==> src/common/bridge_window_params.svh <==
`ifndef BRIDGE_WINDOW_PARAMS_SVH
`define BRIDGE_WINDOW_PARAMS_SVH

// ------------------------------------------------------------
// configuration space byte offsets
// ------------------------------------------------------------
`define MEM_BOTTOM_OFS 8'h20
`define MEM_TOP_OFS 8'h22
`define PREF_BOTTOM_OFS 8'h24
`define PREF_TOP_OFS 8'h26
`define PREF_BASE_HIGH_OFS 8'h28
`define PREF_TOP_HIGH_OFS 8'h2c

// ------------------------------------------------------------
// field positions within a 16-bit window register
// ------------------------------------------------------------
`define WINDOW_FIELD_MSB 15
`define WINDOW_FIELD_LSB 4
`define WINDOW_LOW_BITS 20

// ------------------------------------------------------------
// reset and fixed values
// ------------------------------------------------------------
`define MEM_WINDOW_RESET 16'h0000
`define PREF_WINDOW_RESET 16'h0001
`define PREF_HIGH_RESET 32'h0000_0000
`define WIDE_ADDR_CODE 4'h1
`define UNUSED_BITS_VALUE 4'h0
`define IMPLIED_LOW_ZEROS 20'h0_0000
`define IMPLIED_LOW_ONES 20'hf_ffff

// ------------------------------------------------------------
// timing
// ------------------------------------------------------------
`define DECODE_LATENCY_CYCLES 1

`endif

==> src/common/bridge_window_pkg.sv <==
package bridge_window_pkg;

  typedef logic [11:0] window_field_type;
  typedef logic [31:0] dword_type;
  typedef logic [63:0] wide_addr_type;
  typedef logic [1:0] lane_pair_type;

endpackage : bridge_window_pkg

==> src/logic/bridge_memory_window_decode.sv <==
`timescale 1ns/1ps
`include "bridge_window_params.svh"

// Functional notes
// RL1 - memory top bits 15:4 give limit address bits 31:20; low 20 bits are ones
// RL2 - memory top bits 3:0 read zero; writes to them are ignored
// RL3 - prefetch base bits 15:4 give base address bits 31:20; low bits zero
// RL4 - prefetch top bits 15:4 give limit address bits 31:20; low bits ones
// RL5 - prefetch base and top bits 3:0 read 0001, marking 64-bit support
// RL6 - writable 32-bit register holds prefetch base bits 63:32, resets zero
// RL7 - register at 2Ch holds prefetch limit bits 63:32 for the compare
// RL8 - base and limit of each window decide which memory cycles forward
// RL9 - memory top register reads zero after reset, limit field cleared
// RL10 - memory base bits 15:4 give base address bits 31:20; low bits zero
// RL11 - match when base <= address <= limit; inverted window forwards nothing
module bridge_memory_window_decode
  import bridge_window_pkg::*;
#(
  parameter int ADDR_W = 64
) (
  input wire logic clk_sys,
  input wire logic reset_n,
  input wire logic cfg_wr_en,
  input wire logic cfg_rd_en,
  input wire logic [7:0] cfg_addr,
  input wire logic [3:0] cfg_byte_en,
  input wire logic [31:0] cfg_wdata,
  output logic [31:0] cfg_rdata,
  output logic cfg_ack,
  output logic cfg_claim,
  input wire logic txn_valid,
  input wire logic txn_mem,
  input wire logic [ADDR_W-1:0] txn_addr,
  output logic dec_valid,
  output logic dec_forward,
  output logic dec_mem_hit,
  output logic dec_pref_hit
);

  // ------------------------------------------------------------
  // elaboration checks
  // ------------------------------------------------------------
  if (ADDR_W < 32 || ADDR_W > 64) begin : g_bad_width
    $error("ADDR_W must lie between 32 and 64");
  end

  // ------------------------------------------------------------
  // helpers
  // ------------------------------------------------------------
  // dword slot of a byte offset; config cycles are dword wide
  function automatic logic [5:0] slot_of(input logic [7:0] ofs);
    slot_of = ofs[7:2];
  endfunction : slot_of

  // merge one 16-bit half into a 12-bit field under its two lanes;
  // bits 3:0 of the half belong to no storage and are dropped
  function automatic window_field_type merge_field(
    input window_field_type old,
    input logic [15:0] data,
    input lane_pair_type lanes
  );
    merge_field = old;
    if (lanes[0]) begin
      merge_field[3:0] = data[7:`WINDOW_FIELD_LSB];
    end
    if (lanes[1]) begin
      merge_field[11:4] = data[`WINDOW_FIELD_MSB:8];
    end
  endfunction : merge_field

  // byte-lane merge for the full 32-bit upper registers
  function automatic dword_type merge_word(
    input dword_type old,
    input dword_type data,
    input logic [3:0] lanes
  );
    merge_word = old;
    for (int i = 0; i < 4; i++) begin
      if (lanes[i]) begin
        merge_word[i*8 +: 8] = data[i*8 +: 8];
      end
    end
  endfunction : merge_word

  // inclusive range compare; an inverted window never matches
  function automatic logic in_window(
    input wide_addr_type addr,
    input wide_addr_type lo,
    input wide_addr_type hi
  );
    in_window = (lo <= addr) && (addr <= hi); // RL11
  endfunction : in_window

  // ------------------------------------------------------------
  // storage
  // ------------------------------------------------------------
  window_field_type mem_window_bottom_field_r;
  window_field_type mem_window_top_field_r;
  window_field_type prefetch_bottom_field_r;
  window_field_type prefetch_top_field_r;
  dword_type prefetch_window_base_high_r;
  dword_type prefetch_window_top_high_r;

  // ------------------------------------------------------------
  // access decode
  // ------------------------------------------------------------
  logic [5:0] slot;
  logic wr_mem_slot;
  logic wr_pref_slot;
  logic wr_base_high;
  logic wr_top_high;
  logic slot_mapped;

  assign slot = slot_of(cfg_addr);

  always_comb begin
    wr_mem_slot = 1'b0;
    wr_pref_slot = 1'b0;
    wr_base_high = 1'b0;
    wr_top_high = 1'b0;
    slot_mapped = 1'b1;
    if (slot == slot_of(`MEM_BOTTOM_OFS)) begin
      wr_mem_slot = cfg_wr_en;
    end else if (slot == slot_of(`PREF_BOTTOM_OFS)) begin
      wr_pref_slot = cfg_wr_en;
    end else if (slot == slot_of(`PREF_BASE_HIGH_OFS)) begin
      wr_base_high = cfg_wr_en;
    end else if (slot == slot_of(`PREF_TOP_HIGH_OFS)) begin
      wr_top_high = cfg_wr_en;
    end else begin
      slot_mapped = 1'b0;
    end
  end

  // ------------------------------------------------------------
  // non-prefetchable window fields
  // ------------------------------------------------------------
  // memory base sits in the low half of the dword at 20h
  always_ff @(posedge clk_sys or negedge reset_n) begin
    if (!reset_n) begin
      mem_window_bottom_field_r <= '0;
    end else if (wr_mem_slot) begin
      mem_window_bottom_field_r <= merge_field(mem_window_bottom_field_r,
        cfg_wdata[15:0], cfg_byte_en[1:0]); // RL10
    end
  end

  // memory top sits in the high half, at byte offset 22h
  always_ff @(posedge clk_sys or negedge reset_n) begin
    if (!reset_n) begin
      mem_window_top_field_r <= window_field_type'(`MEM_WINDOW_RESET >> `WINDOW_FIELD_LSB); // RL9
    end else if (wr_mem_slot) begin
      mem_window_top_field_r <= merge_field(mem_window_top_field_r,
        cfg_wdata[31:16], cfg_byte_en[3:2]); // RL1 RL2
    end
  end

  // ------------------------------------------------------------
  // prefetchable window fields
  // ------------------------------------------------------------
  always_ff @(posedge clk_sys or negedge reset_n) begin
    if (!reset_n) begin
      prefetch_bottom_field_r <= window_field_type'(`PREF_WINDOW_RESET >> `WINDOW_FIELD_LSB);
    end else if (wr_pref_slot) begin
      prefetch_bottom_field_r <= merge_field(prefetch_bottom_field_r,
        cfg_wdata[15:0], cfg_byte_en[1:0]); // RL3
    end
  end

  always_ff @(posedge clk_sys or negedge reset_n) begin
    if (!reset_n) begin
      prefetch_top_field_r <= window_field_type'(`PREF_WINDOW_RESET >> `WINDOW_FIELD_LSB);
    end else if (wr_pref_slot) begin
      prefetch_top_field_r <= merge_field(prefetch_top_field_r,
        cfg_wdata[31:16], cfg_byte_en[3:2]); // RL4
    end
  end

  // ------------------------------------------------------------
  // prefetchable upper address words
  // ------------------------------------------------------------
  always_ff @(posedge clk_sys or negedge reset_n) begin
    if (!reset_n) begin
      prefetch_window_base_high_r <= `PREF_HIGH_RESET; // RL6
    end else if (wr_base_high) begin
      prefetch_window_base_high_r <= merge_word(prefetch_window_base_high_r,
        cfg_wdata, cfg_byte_en); // RL6
    end
  end

  always_ff @(posedge clk_sys or negedge reset_n) begin
    if (!reset_n) begin
      prefetch_window_top_high_r <= `PREF_HIGH_RESET;
    end else if (wr_top_high) begin
      prefetch_window_top_high_r <= merge_word(prefetch_window_top_high_r,
        cfg_wdata, cfg_byte_en); // RL7
    end
  end

  // ------------------------------------------------------------
  // read path
  // ------------------------------------------------------------
  dword_type rdata_nxt;

  // read of a slot written in the same cycle returns the old value
  always_comb begin
    rdata_nxt = '0;
    if (slot == slot_of(`MEM_BOTTOM_OFS)) begin
      rdata_nxt = {mem_window_top_field_r, `UNUSED_BITS_VALUE,
        mem_window_bottom_field_r, `UNUSED_BITS_VALUE}; // RL2
    end else if (slot == slot_of(`PREF_BOTTOM_OFS)) begin
      rdata_nxt = {prefetch_top_field_r, `WIDE_ADDR_CODE,
        prefetch_bottom_field_r, `WIDE_ADDR_CODE}; // RL5
    end else if (slot == slot_of(`PREF_BASE_HIGH_OFS)) begin
      rdata_nxt = prefetch_window_base_high_r;
    end else if (slot == slot_of(`PREF_TOP_HIGH_OFS)) begin
      rdata_nxt = prefetch_window_top_high_r;
    end
  end

  always_ff @(posedge clk_sys or negedge reset_n) begin
    if (!reset_n) begin
      cfg_rdata <= '0;
    end else if (cfg_rd_en) begin
      cfg_rdata <= rdata_nxt;
    end
  end

  always_ff @(posedge clk_sys or negedge reset_n) begin
    if (!reset_n) begin
      cfg_ack <= 1'b0;
      cfg_claim <= 1'b0;
    end else begin
      cfg_ack <= cfg_rd_en | cfg_wr_en;
      cfg_claim <= (cfg_rd_en | cfg_wr_en) & slot_mapped;
    end
  end

  // ------------------------------------------------------------
  // window bounds
  // ------------------------------------------------------------
  wide_addr_type mem_lo;
  wide_addr_type mem_hi;
  wide_addr_type pref_lo;
  wide_addr_type pref_hi;
  wide_addr_type txn_addr_wide;

  // the non-prefetchable window lives below 4 GiB only
  assign mem_lo = {32'h0, mem_window_bottom_field_r,
    `IMPLIED_LOW_ZEROS}; // RL10
  assign mem_hi = {32'h0, mem_window_top_field_r,
    `IMPLIED_LOW_ONES}; // RL1
  assign pref_lo = {prefetch_window_base_high_r, prefetch_bottom_field_r,
    `IMPLIED_LOW_ZEROS}; // RL3 RL6
  assign pref_hi = {prefetch_window_top_high_r, prefetch_top_field_r,
    `IMPLIED_LOW_ONES}; // RL4 RL7
  assign txn_addr_wide = 64'(txn_addr);

  // ------------------------------------------------------------
  // forwarding decision
  // ------------------------------------------------------------
  logic mem_hit_nxt;
  logic pref_hit_nxt;

  // registered so the wide compares get a full cycle to settle
  assign mem_hit_nxt = txn_mem & in_window(txn_addr_wide, mem_lo, mem_hi);
  assign pref_hit_nxt = txn_mem & in_window(txn_addr_wide, pref_lo, pref_hi);

  always_ff @(posedge clk_sys or negedge reset_n) begin
    if (!reset_n) begin
      dec_valid <= 1'b0;
    end else begin
      dec_valid <= txn_valid;
    end
  end

  always_ff @(posedge clk_sys or negedge reset_n) begin
    if (!reset_n) begin
      dec_mem_hit <= 1'b0;
      dec_pref_hit <= 1'b0;
      dec_forward <= 1'b0;
    end else if (txn_valid) begin
      dec_mem_hit <= mem_hit_nxt; // RL8
      dec_pref_hit <= pref_hit_nxt; // RL8
      dec_forward <= mem_hit_nxt | pref_hit_nxt; // RL8 RL11
    end else begin
      dec_mem_hit <= 1'b0;
      dec_pref_hit <= 1'b0;
      dec_forward <= 1'b0;
    end
  end

endmodule : bridge_memory_window_decode

==> config.mk <==
export PLATFORM = sky130hd
export DESIGN_NAME = bridge_memory_window_decode
export DESIGN_NICKNAME = d
export VERILOG_FILES = /design/src/common/bridge_window_pkg.sv /design/src/logic/bridge_memory_window_decode.sv
export VERILOG_INCLUDE_DIRS = /design/src /design/src/common
export SDC_FILE = /design/constraint.sdc
export NUM_CORES = 1
export LEC_CHECK = 0
export BUFFER_PORTS_ARGS = -buffer_cell sky130_fd_sc_hd__buf_2
export CORE_MARGIN = 2
export CORE_UTILIZATION = 25
export DETAILED_ROUTE_END_ITERATION = 8
export PLACE_DENSITY = 0.46
export SKIP_CTS_REPAIR_TIMING = 1
export SYNTH_ARGS = -nofsm -noshare
export SYNTH_HDL_FRONTEND = slang
export SYNTH_SLANG_ARGS = --single-unit
==> constraint.sdc <==
create_clock -name clk_sys -period 4.1 [get_ports clk_sys]
set_input_delay 0.41 -clock clk_sys [delete_from_list [all_inputs] [get_ports clk_sys]]
set_output_delay 0.41 -clock clk_sys [all_outputs]
set_load 0.02 [all_outputs]
### Yosys cells after proc, flatten, opt, wreduce, memory -nomap -nowiden

Index checks and enable logic that the tools add are counted.

| word-level totals | value |
|---|---|
| register bits after elaboration | 150 |
| logic and storage cells | 75 |

| operators by class | value |
|---|---|
| order comparisons | 4 |
| equal/unequal tests | 4 |
| mux-type cells | 21 |
| bitwise operators | 5 |
| reduce and logical (&&, ||, !) cells | 18 |

Operators with widths:

| operator | count |
|---|---|
| $le A64 B64 Y1 | 2 |
| $mux W32 | 4 |
| $le A32 B64 Y1 | 1 |
| $le A64 B32 Y1 | 1 |
| $reduce_and A2 Y1 | 16 |
| $eq A6 B4 Y1 const B | 4 |
| $mux W1 | 17 |
| $and A1 B1 Y1 | 3 |
| $logic_and A1 B1 Y1 | 2 |
| $or A1 B1 Y1 | 2 |

### Depth between registers and ports, before layout

| logic depth | value |
|---|---|
| depth after elaboration | 6 |
| depth in mapped cells | 9 |

### Worst setup path after synthesis

No wires, ideal clock.

| timing | value |
|---|---|
| path type | input port to flip-flop |
| start | in txn_addr[62] |
| end | reg dec_forward |
| library setup time | 0.075 ns |
| arrival time | 2.108 ns |
| required time | 4.025 ns |
| slack | 1.917 ns |
| stages on the path | 9 |
| path through | inv_1 -> ha_1 -> a21oi_1 -> nand2_1 -> a211o_1 -> or4_4 -> a211oi_2 -> nor2_1 -> o21bai_2 |

| between the ends | value |
|---|---|
| word-level cells in the longest chain between the ends | 5 |
| elaborated cells between the ends (all ways) | 10 |
| those cells by class | order compare: 4; mux: 1; bitwise: 3; reduce/logical: 2 |

Ends and longest elaborated chain:

| item | line | text |
|---|---|---|
| start, declared | bridge_memory_window_decode.sv:33 | `input wire logic [ADDR_W-1:0] txn_addr,` |
| $le A32 B64 Y1 (tied with other cells) | bridge_memory_window_decode.sv:91 | `in_window = (lo <= addr) && (addr <= hi);` |
| $logic_and A1 B1 Y1 | bridge_memory_window_decode.sv:91 |  |
| $and A1 B1 Y1 (on tied branches) | bridge_memory_window_decode.sv:266, bridge_memory_window_decode.sv:267 |  |
| $or A1 B1 Y1 * | bridge_memory_window_decode.sv:285 | `dec_forward <= mem_hit_nxt \| pref_hit_nxt;` |
| $mux W1 * | bridge_memory_window_decode.sv:282 | `end else if (txn_valid) begin` |
| end signal, assigned | bridge_memory_window_decode.sv:285 |  |
| end, declared | bridge_memory_window_decode.sv:35 | `output logic dec_forward,` |

Every way passes the cells marked *; elsewhere a longest branch is shown, timed or not.
A chain may end at the register's enable or synchronous reset.

### Final worst setup path

| timing | value |
|---|---|
| start | reg prefetch_window_base_high_r[30] |
| end | reg dec_pref_hit |

| between the ends | value |
|---|---|
| word-level cells in the longest chain between the ends | 4 |

Ends and longest elaborated chain:

| item | line | text |
|---|---|---|
| start, declared | bridge_memory_window_decode.sv:101 | `dword_type prefetch_window_base_high_r;` |
| start signal, assigned | bridge_memory_window_decode.sv:184 | `` prefetch_window_base_high_r <= `PREF_HIGH_RESET; `` |
| start signal, assigned | bridge_memory_window_decode.sv:186 | `prefetch_window_base_high_r <= merge_word(prefetch_window_base_high_r,` |
| $le A64 B64 Y1 | bridge_memory_window_decode.sv:91 |  |
| $logic_and A1 B1 Y1 | bridge_memory_window_decode.sv:91 |  |
| $and A1 B1 Y1 | bridge_memory_window_decode.sv:267 | `assign pref_hit_nxt = txn_mem & in_window(txn_addr_wide, pref_lo, pref_hi);` |
| $mux W1 | bridge_memory_window_decode.sv:282 |  |
| end signal, assigned | bridge_memory_window_decode.sv:284 | `dec_pref_hit <= pref_hit_nxt;` |
| end, declared | bridge_memory_window_decode.sv:37 | `output logic dec_pref_hit` |

No other way between the ends.

==> flow_metrics.env <==
export IMPL_status="completed"
export IMPL_peakVddDrop_v=0.000271
export IMPL_grt_pass1_wl_mm=48.3
export IMPL_powerDensity_nw_per_um2=377
export IMPL_via_count=7557
export IMPL_path_delay_family="simple AND/OR/NAND/NOR gates"
export IMPL_worstSetupEndpointType="register"
export IMPL_routed_via_density=4.82
export IMPL_clk_latency_ns=0.44
export IMPL_clk_pin_slew_worst_paths_ns=0.07
export IMPL_crit_required_ns=4.43
export IMPL_layout_cells_most_common="dfrtp_1"
export IMPL_synth_edf_count=0
export IMPL_htreeDepth=4
export IMPL_pwr_share_seq_pct=40.9
export IMPL_synthToLayoutAreaGrowth_pct=21.3
export IMPL_drt_wirelength_per_cell_um=20.2
export IMPL_crit_slowest_cell="or4_4"
export IMPL_critPathLaunchType="register"
export IMPL_die_area_sq_um=38100
export IMPL_clock_sinks=150
export IMPL_antenna_cells=0
export IMPL_crit_start="prefetch_window_base_high_r[30]"
export IMPL_place_ws_ns=1.38
export IMPL_nets=1315
export IMPL_place_congestion=0.858
export IMPL_r2r_cells=8
export IMPL_setup_tns_ns=0
export IMPL_syn_cell_area_sq_um=9140
export IMPL_ys_warn_count=0
export IMPL_rows=70
export IMPL_synth_nets=1164
export IMPL_critPathMaxFanout=3
export IMPL_maxCapViolCount=0
export IMPL_crit_chain="ha_1 -> a21oi_1 -> nand2_1 -> a211o_1 -> or4_4 -> a211oi_2 -> nor2_1 -> nor2_1"
export IMPL_cts_made_buffers=17
export IMPL_worst_pin_slew_ns=0.956
export IMPL_power_frac_comb_pct=18.9
export IMPL_fmax_mhz=408
export IMPL_synth_seq_area_share_pct=41.1
export IMPL_fill_cells=3880
export IMPL_avgSynthCellArea_sq_um=9.74
export IMPL_fin_crit_sh_pct=59.7
export IMPL_grt_overflow_total=0
export IMPL_layout_common_cells="150 x dfrtp_1, 148 x buf_2, 112 x ha_1"
export IMPL_finClkSkew_ns=0.0182
export IMPL_setup_viol=0
export IMPL_clkPwrFrac_pct=40.2
export IMPL_root_buffer="clkbuf_16"
export IMPL_io_buffers=149
export IMPL_rsz0062_at_grt="false"
export IMPL_final_hold_violation_count=0
export IMPL_synth_cell_types=47
export IMPL_p_int_w=0.00295
export IMPL_initial_utilization_pct=25.2
export IMPL_rr_startpoint="prefetch_window_base_high_r[30]"
export IMPL_clock_path_buffers=2
export IMPL_die_h_um=195
export IMPL_worst_path_stages=8
export IMPL_wl_mm=31.8
export IMPL_hp_class="in2async"
export IMPL_drcViolationCount=0
export IMPL_ys_seq_elements=150
export IMPL_synth_ff_type="dfrtp_1"
export IMPL_max_slew_margin_rel_pct=36.2
export IMPL_ios=152
export IMPL_cp_buffers_inverters=0
export IMPL_sw_frac_of_total_pct=29.5
export IMPL_drv_slew=0
export IMPL_grt_max_degree=95
export IMPL_dr_pass1_iters=5
export IMPL_track_usage_pct=17.1
export IMPL_cts_tree="built"
export IMPL_power_total_w=0.00418
export IMPL_slowest_delay_ns=0.55
export IMPL_power_switching_w=0.00123
export IMPL_ys_async_sr_fraction_pct=100
export IMPL_criticalPathCategory="reg2reg"
export IMPL_cp_arrival_ns=2.78
export IMPL_first_global_vias=7704
export IMPL_die_x_um=195
export IMPL_syn_inst=938
export IMPL_drive_above_1_share_pct=22.9
export IMPL_hpwl_mm=24.8
export IMPL_period_minus_slack_ns=2.45
export IMPL_layout_setup_ws_ns=1.65
export IMPL_leakagePower_nw=5.65
export IMPL_drtIter0Drc=406
export IMPL_antenna_found_initial=1
export IMPL_cpMostUsedCell="nor2_1"
export IMPL_coreArea_sq_um=36300
export IMPL_final_antenna_net_count=0
flip-flops by register name (all words and copies together), names as in the netlist:
name and cells:
prefetch_bottom_field_r 12, dec_mem_hit 1, dec_valid 1, prefetch_window_top_high_r 32, cfg_rdata 32, dec_pref_hit 1
cfg_ack 1, mem_window_top_field_r 12, mem_window_bottom_field_r 12, prefetch_window_base_high_r 32, dec_forward 1, cfg_claim 1
prefetch_top_field_r 12
power by group through the flow:
stage	clock network (W)	logic (W)	registers (W)
after floorplan	0	0.000454	0.00173
after global placement	0	0.000780	0.00174
after detailed placement	0	0.000793	0.00174
after CTS	0.00173	0.000798	0.00171
after global routing	0.00177	0.000892	0.00173
final	0.00168	0.000790	0.00171
cell type report:
| cell class | count | area [sq um] | share of cell area (%) |
|---|---|---|---|
| clock inverters | 12 | 179 | 1.61 |
| flip-flops and latches | 150 | 3750 | 33.9 |
| multi-input cells | 648 | 4860 | 43.8 |
| well taps | 468 | 586 | 5.28 |
| inverters | 110 | 413 | 3.73 |
| clock buffers | 19 | 433 | 3.91 |
| repair buffers | 162 | 862 | 7.78 |
path summary, 6_finish.rpt:
| kind | to | slack, ns |
|---|---|---|
| max in group asynchronous | prefetch_window_top_high_r[1] | 3.10 |
| worst max register to register | dec_pref_hit | 1.65 |
| worst min register to register | prefetch_top_field_r[10] | 0.49 |
| worst max-delay path | dec_pref_hit | 1.65 |
| worst min-delay path | cfg_rdata[21] | 0.09 |
| min in group clk_sys | dec_valid | 0.09 |
synth_stat cells, drive strengths merged (5+ instances only):
library cell / number / area [sq um]
nor2: 44 / 175
o21ai: 66 / 330
clkbuf: 19 / 71.3
mux2i: 11 / 110
nor3: 5 / 25.0
dfrtp: 150 / 3750
a211oi: 6 / 50.1
ha: 112 / 1400
a21o: 17 / 128
a21oi: 67 / 335
o22ai: 12 / 75.1
a22o: 19 / 166
nand2: 85 / 319
nor4: 18 / 113
inv: 110 / 413
buf: 11 / 51.3
mux2: 77 / 867
nand3: 19 / 105
nand4: 34 / 213
a22oi: 26 / 195
per-layer routing:
metal | routed length, um | global-route usage, % | vias to the layer above
li1 | - | - | 3670
met1 | 14800 | 23.2 | 3637
met2 | 14600 | 27.6 | 209
met3 | 1650 | 3.32 | 39
met4 | 691 | 4.86 | 2
met5 | 12 | 0 | -
per-stage QoR:
stage	cell area, sq um	utilization [%]	cells	hold slack, ns
after global placement	10500	28.9	1538	0.477
after detailed placement	10500	28.9	1538	0.481
after floorplan	9140	-	938	0.114
after CTS	11100	30.6	1569	0.0705
final	11100	30.6	1569	0.0923
after global routing	11100	30.6	1569	0.0777
cell families (layout without fill, tap and decap cells):
kind of cell             count (synthesis)  in the layout  share of synthesized area [%]
AO/OA/AOI/OAI                          228            228                           15.3
adder cells (fa/ha/maj)                112            112                           15.3
buffers and inverters                  140            303                           5.86
flip-flops                             150            150                           41.1
multiplexers                            88             88                           10.7
AND/OR/NAND/NOR                        220            220                           11.7
worst register-to-register path, cell delays in order (launching register included):
cell      delay, ns
dfrtp_1        0.42
ha_1           0.32
a21oi_1        0.15
nand2_1        0.08
a211o_1        0.30
or4_4          0.55
a211oi_2       0.21
nor2_1         0.09
nor2_1         0.24
(Power assumes the default switching activity.)
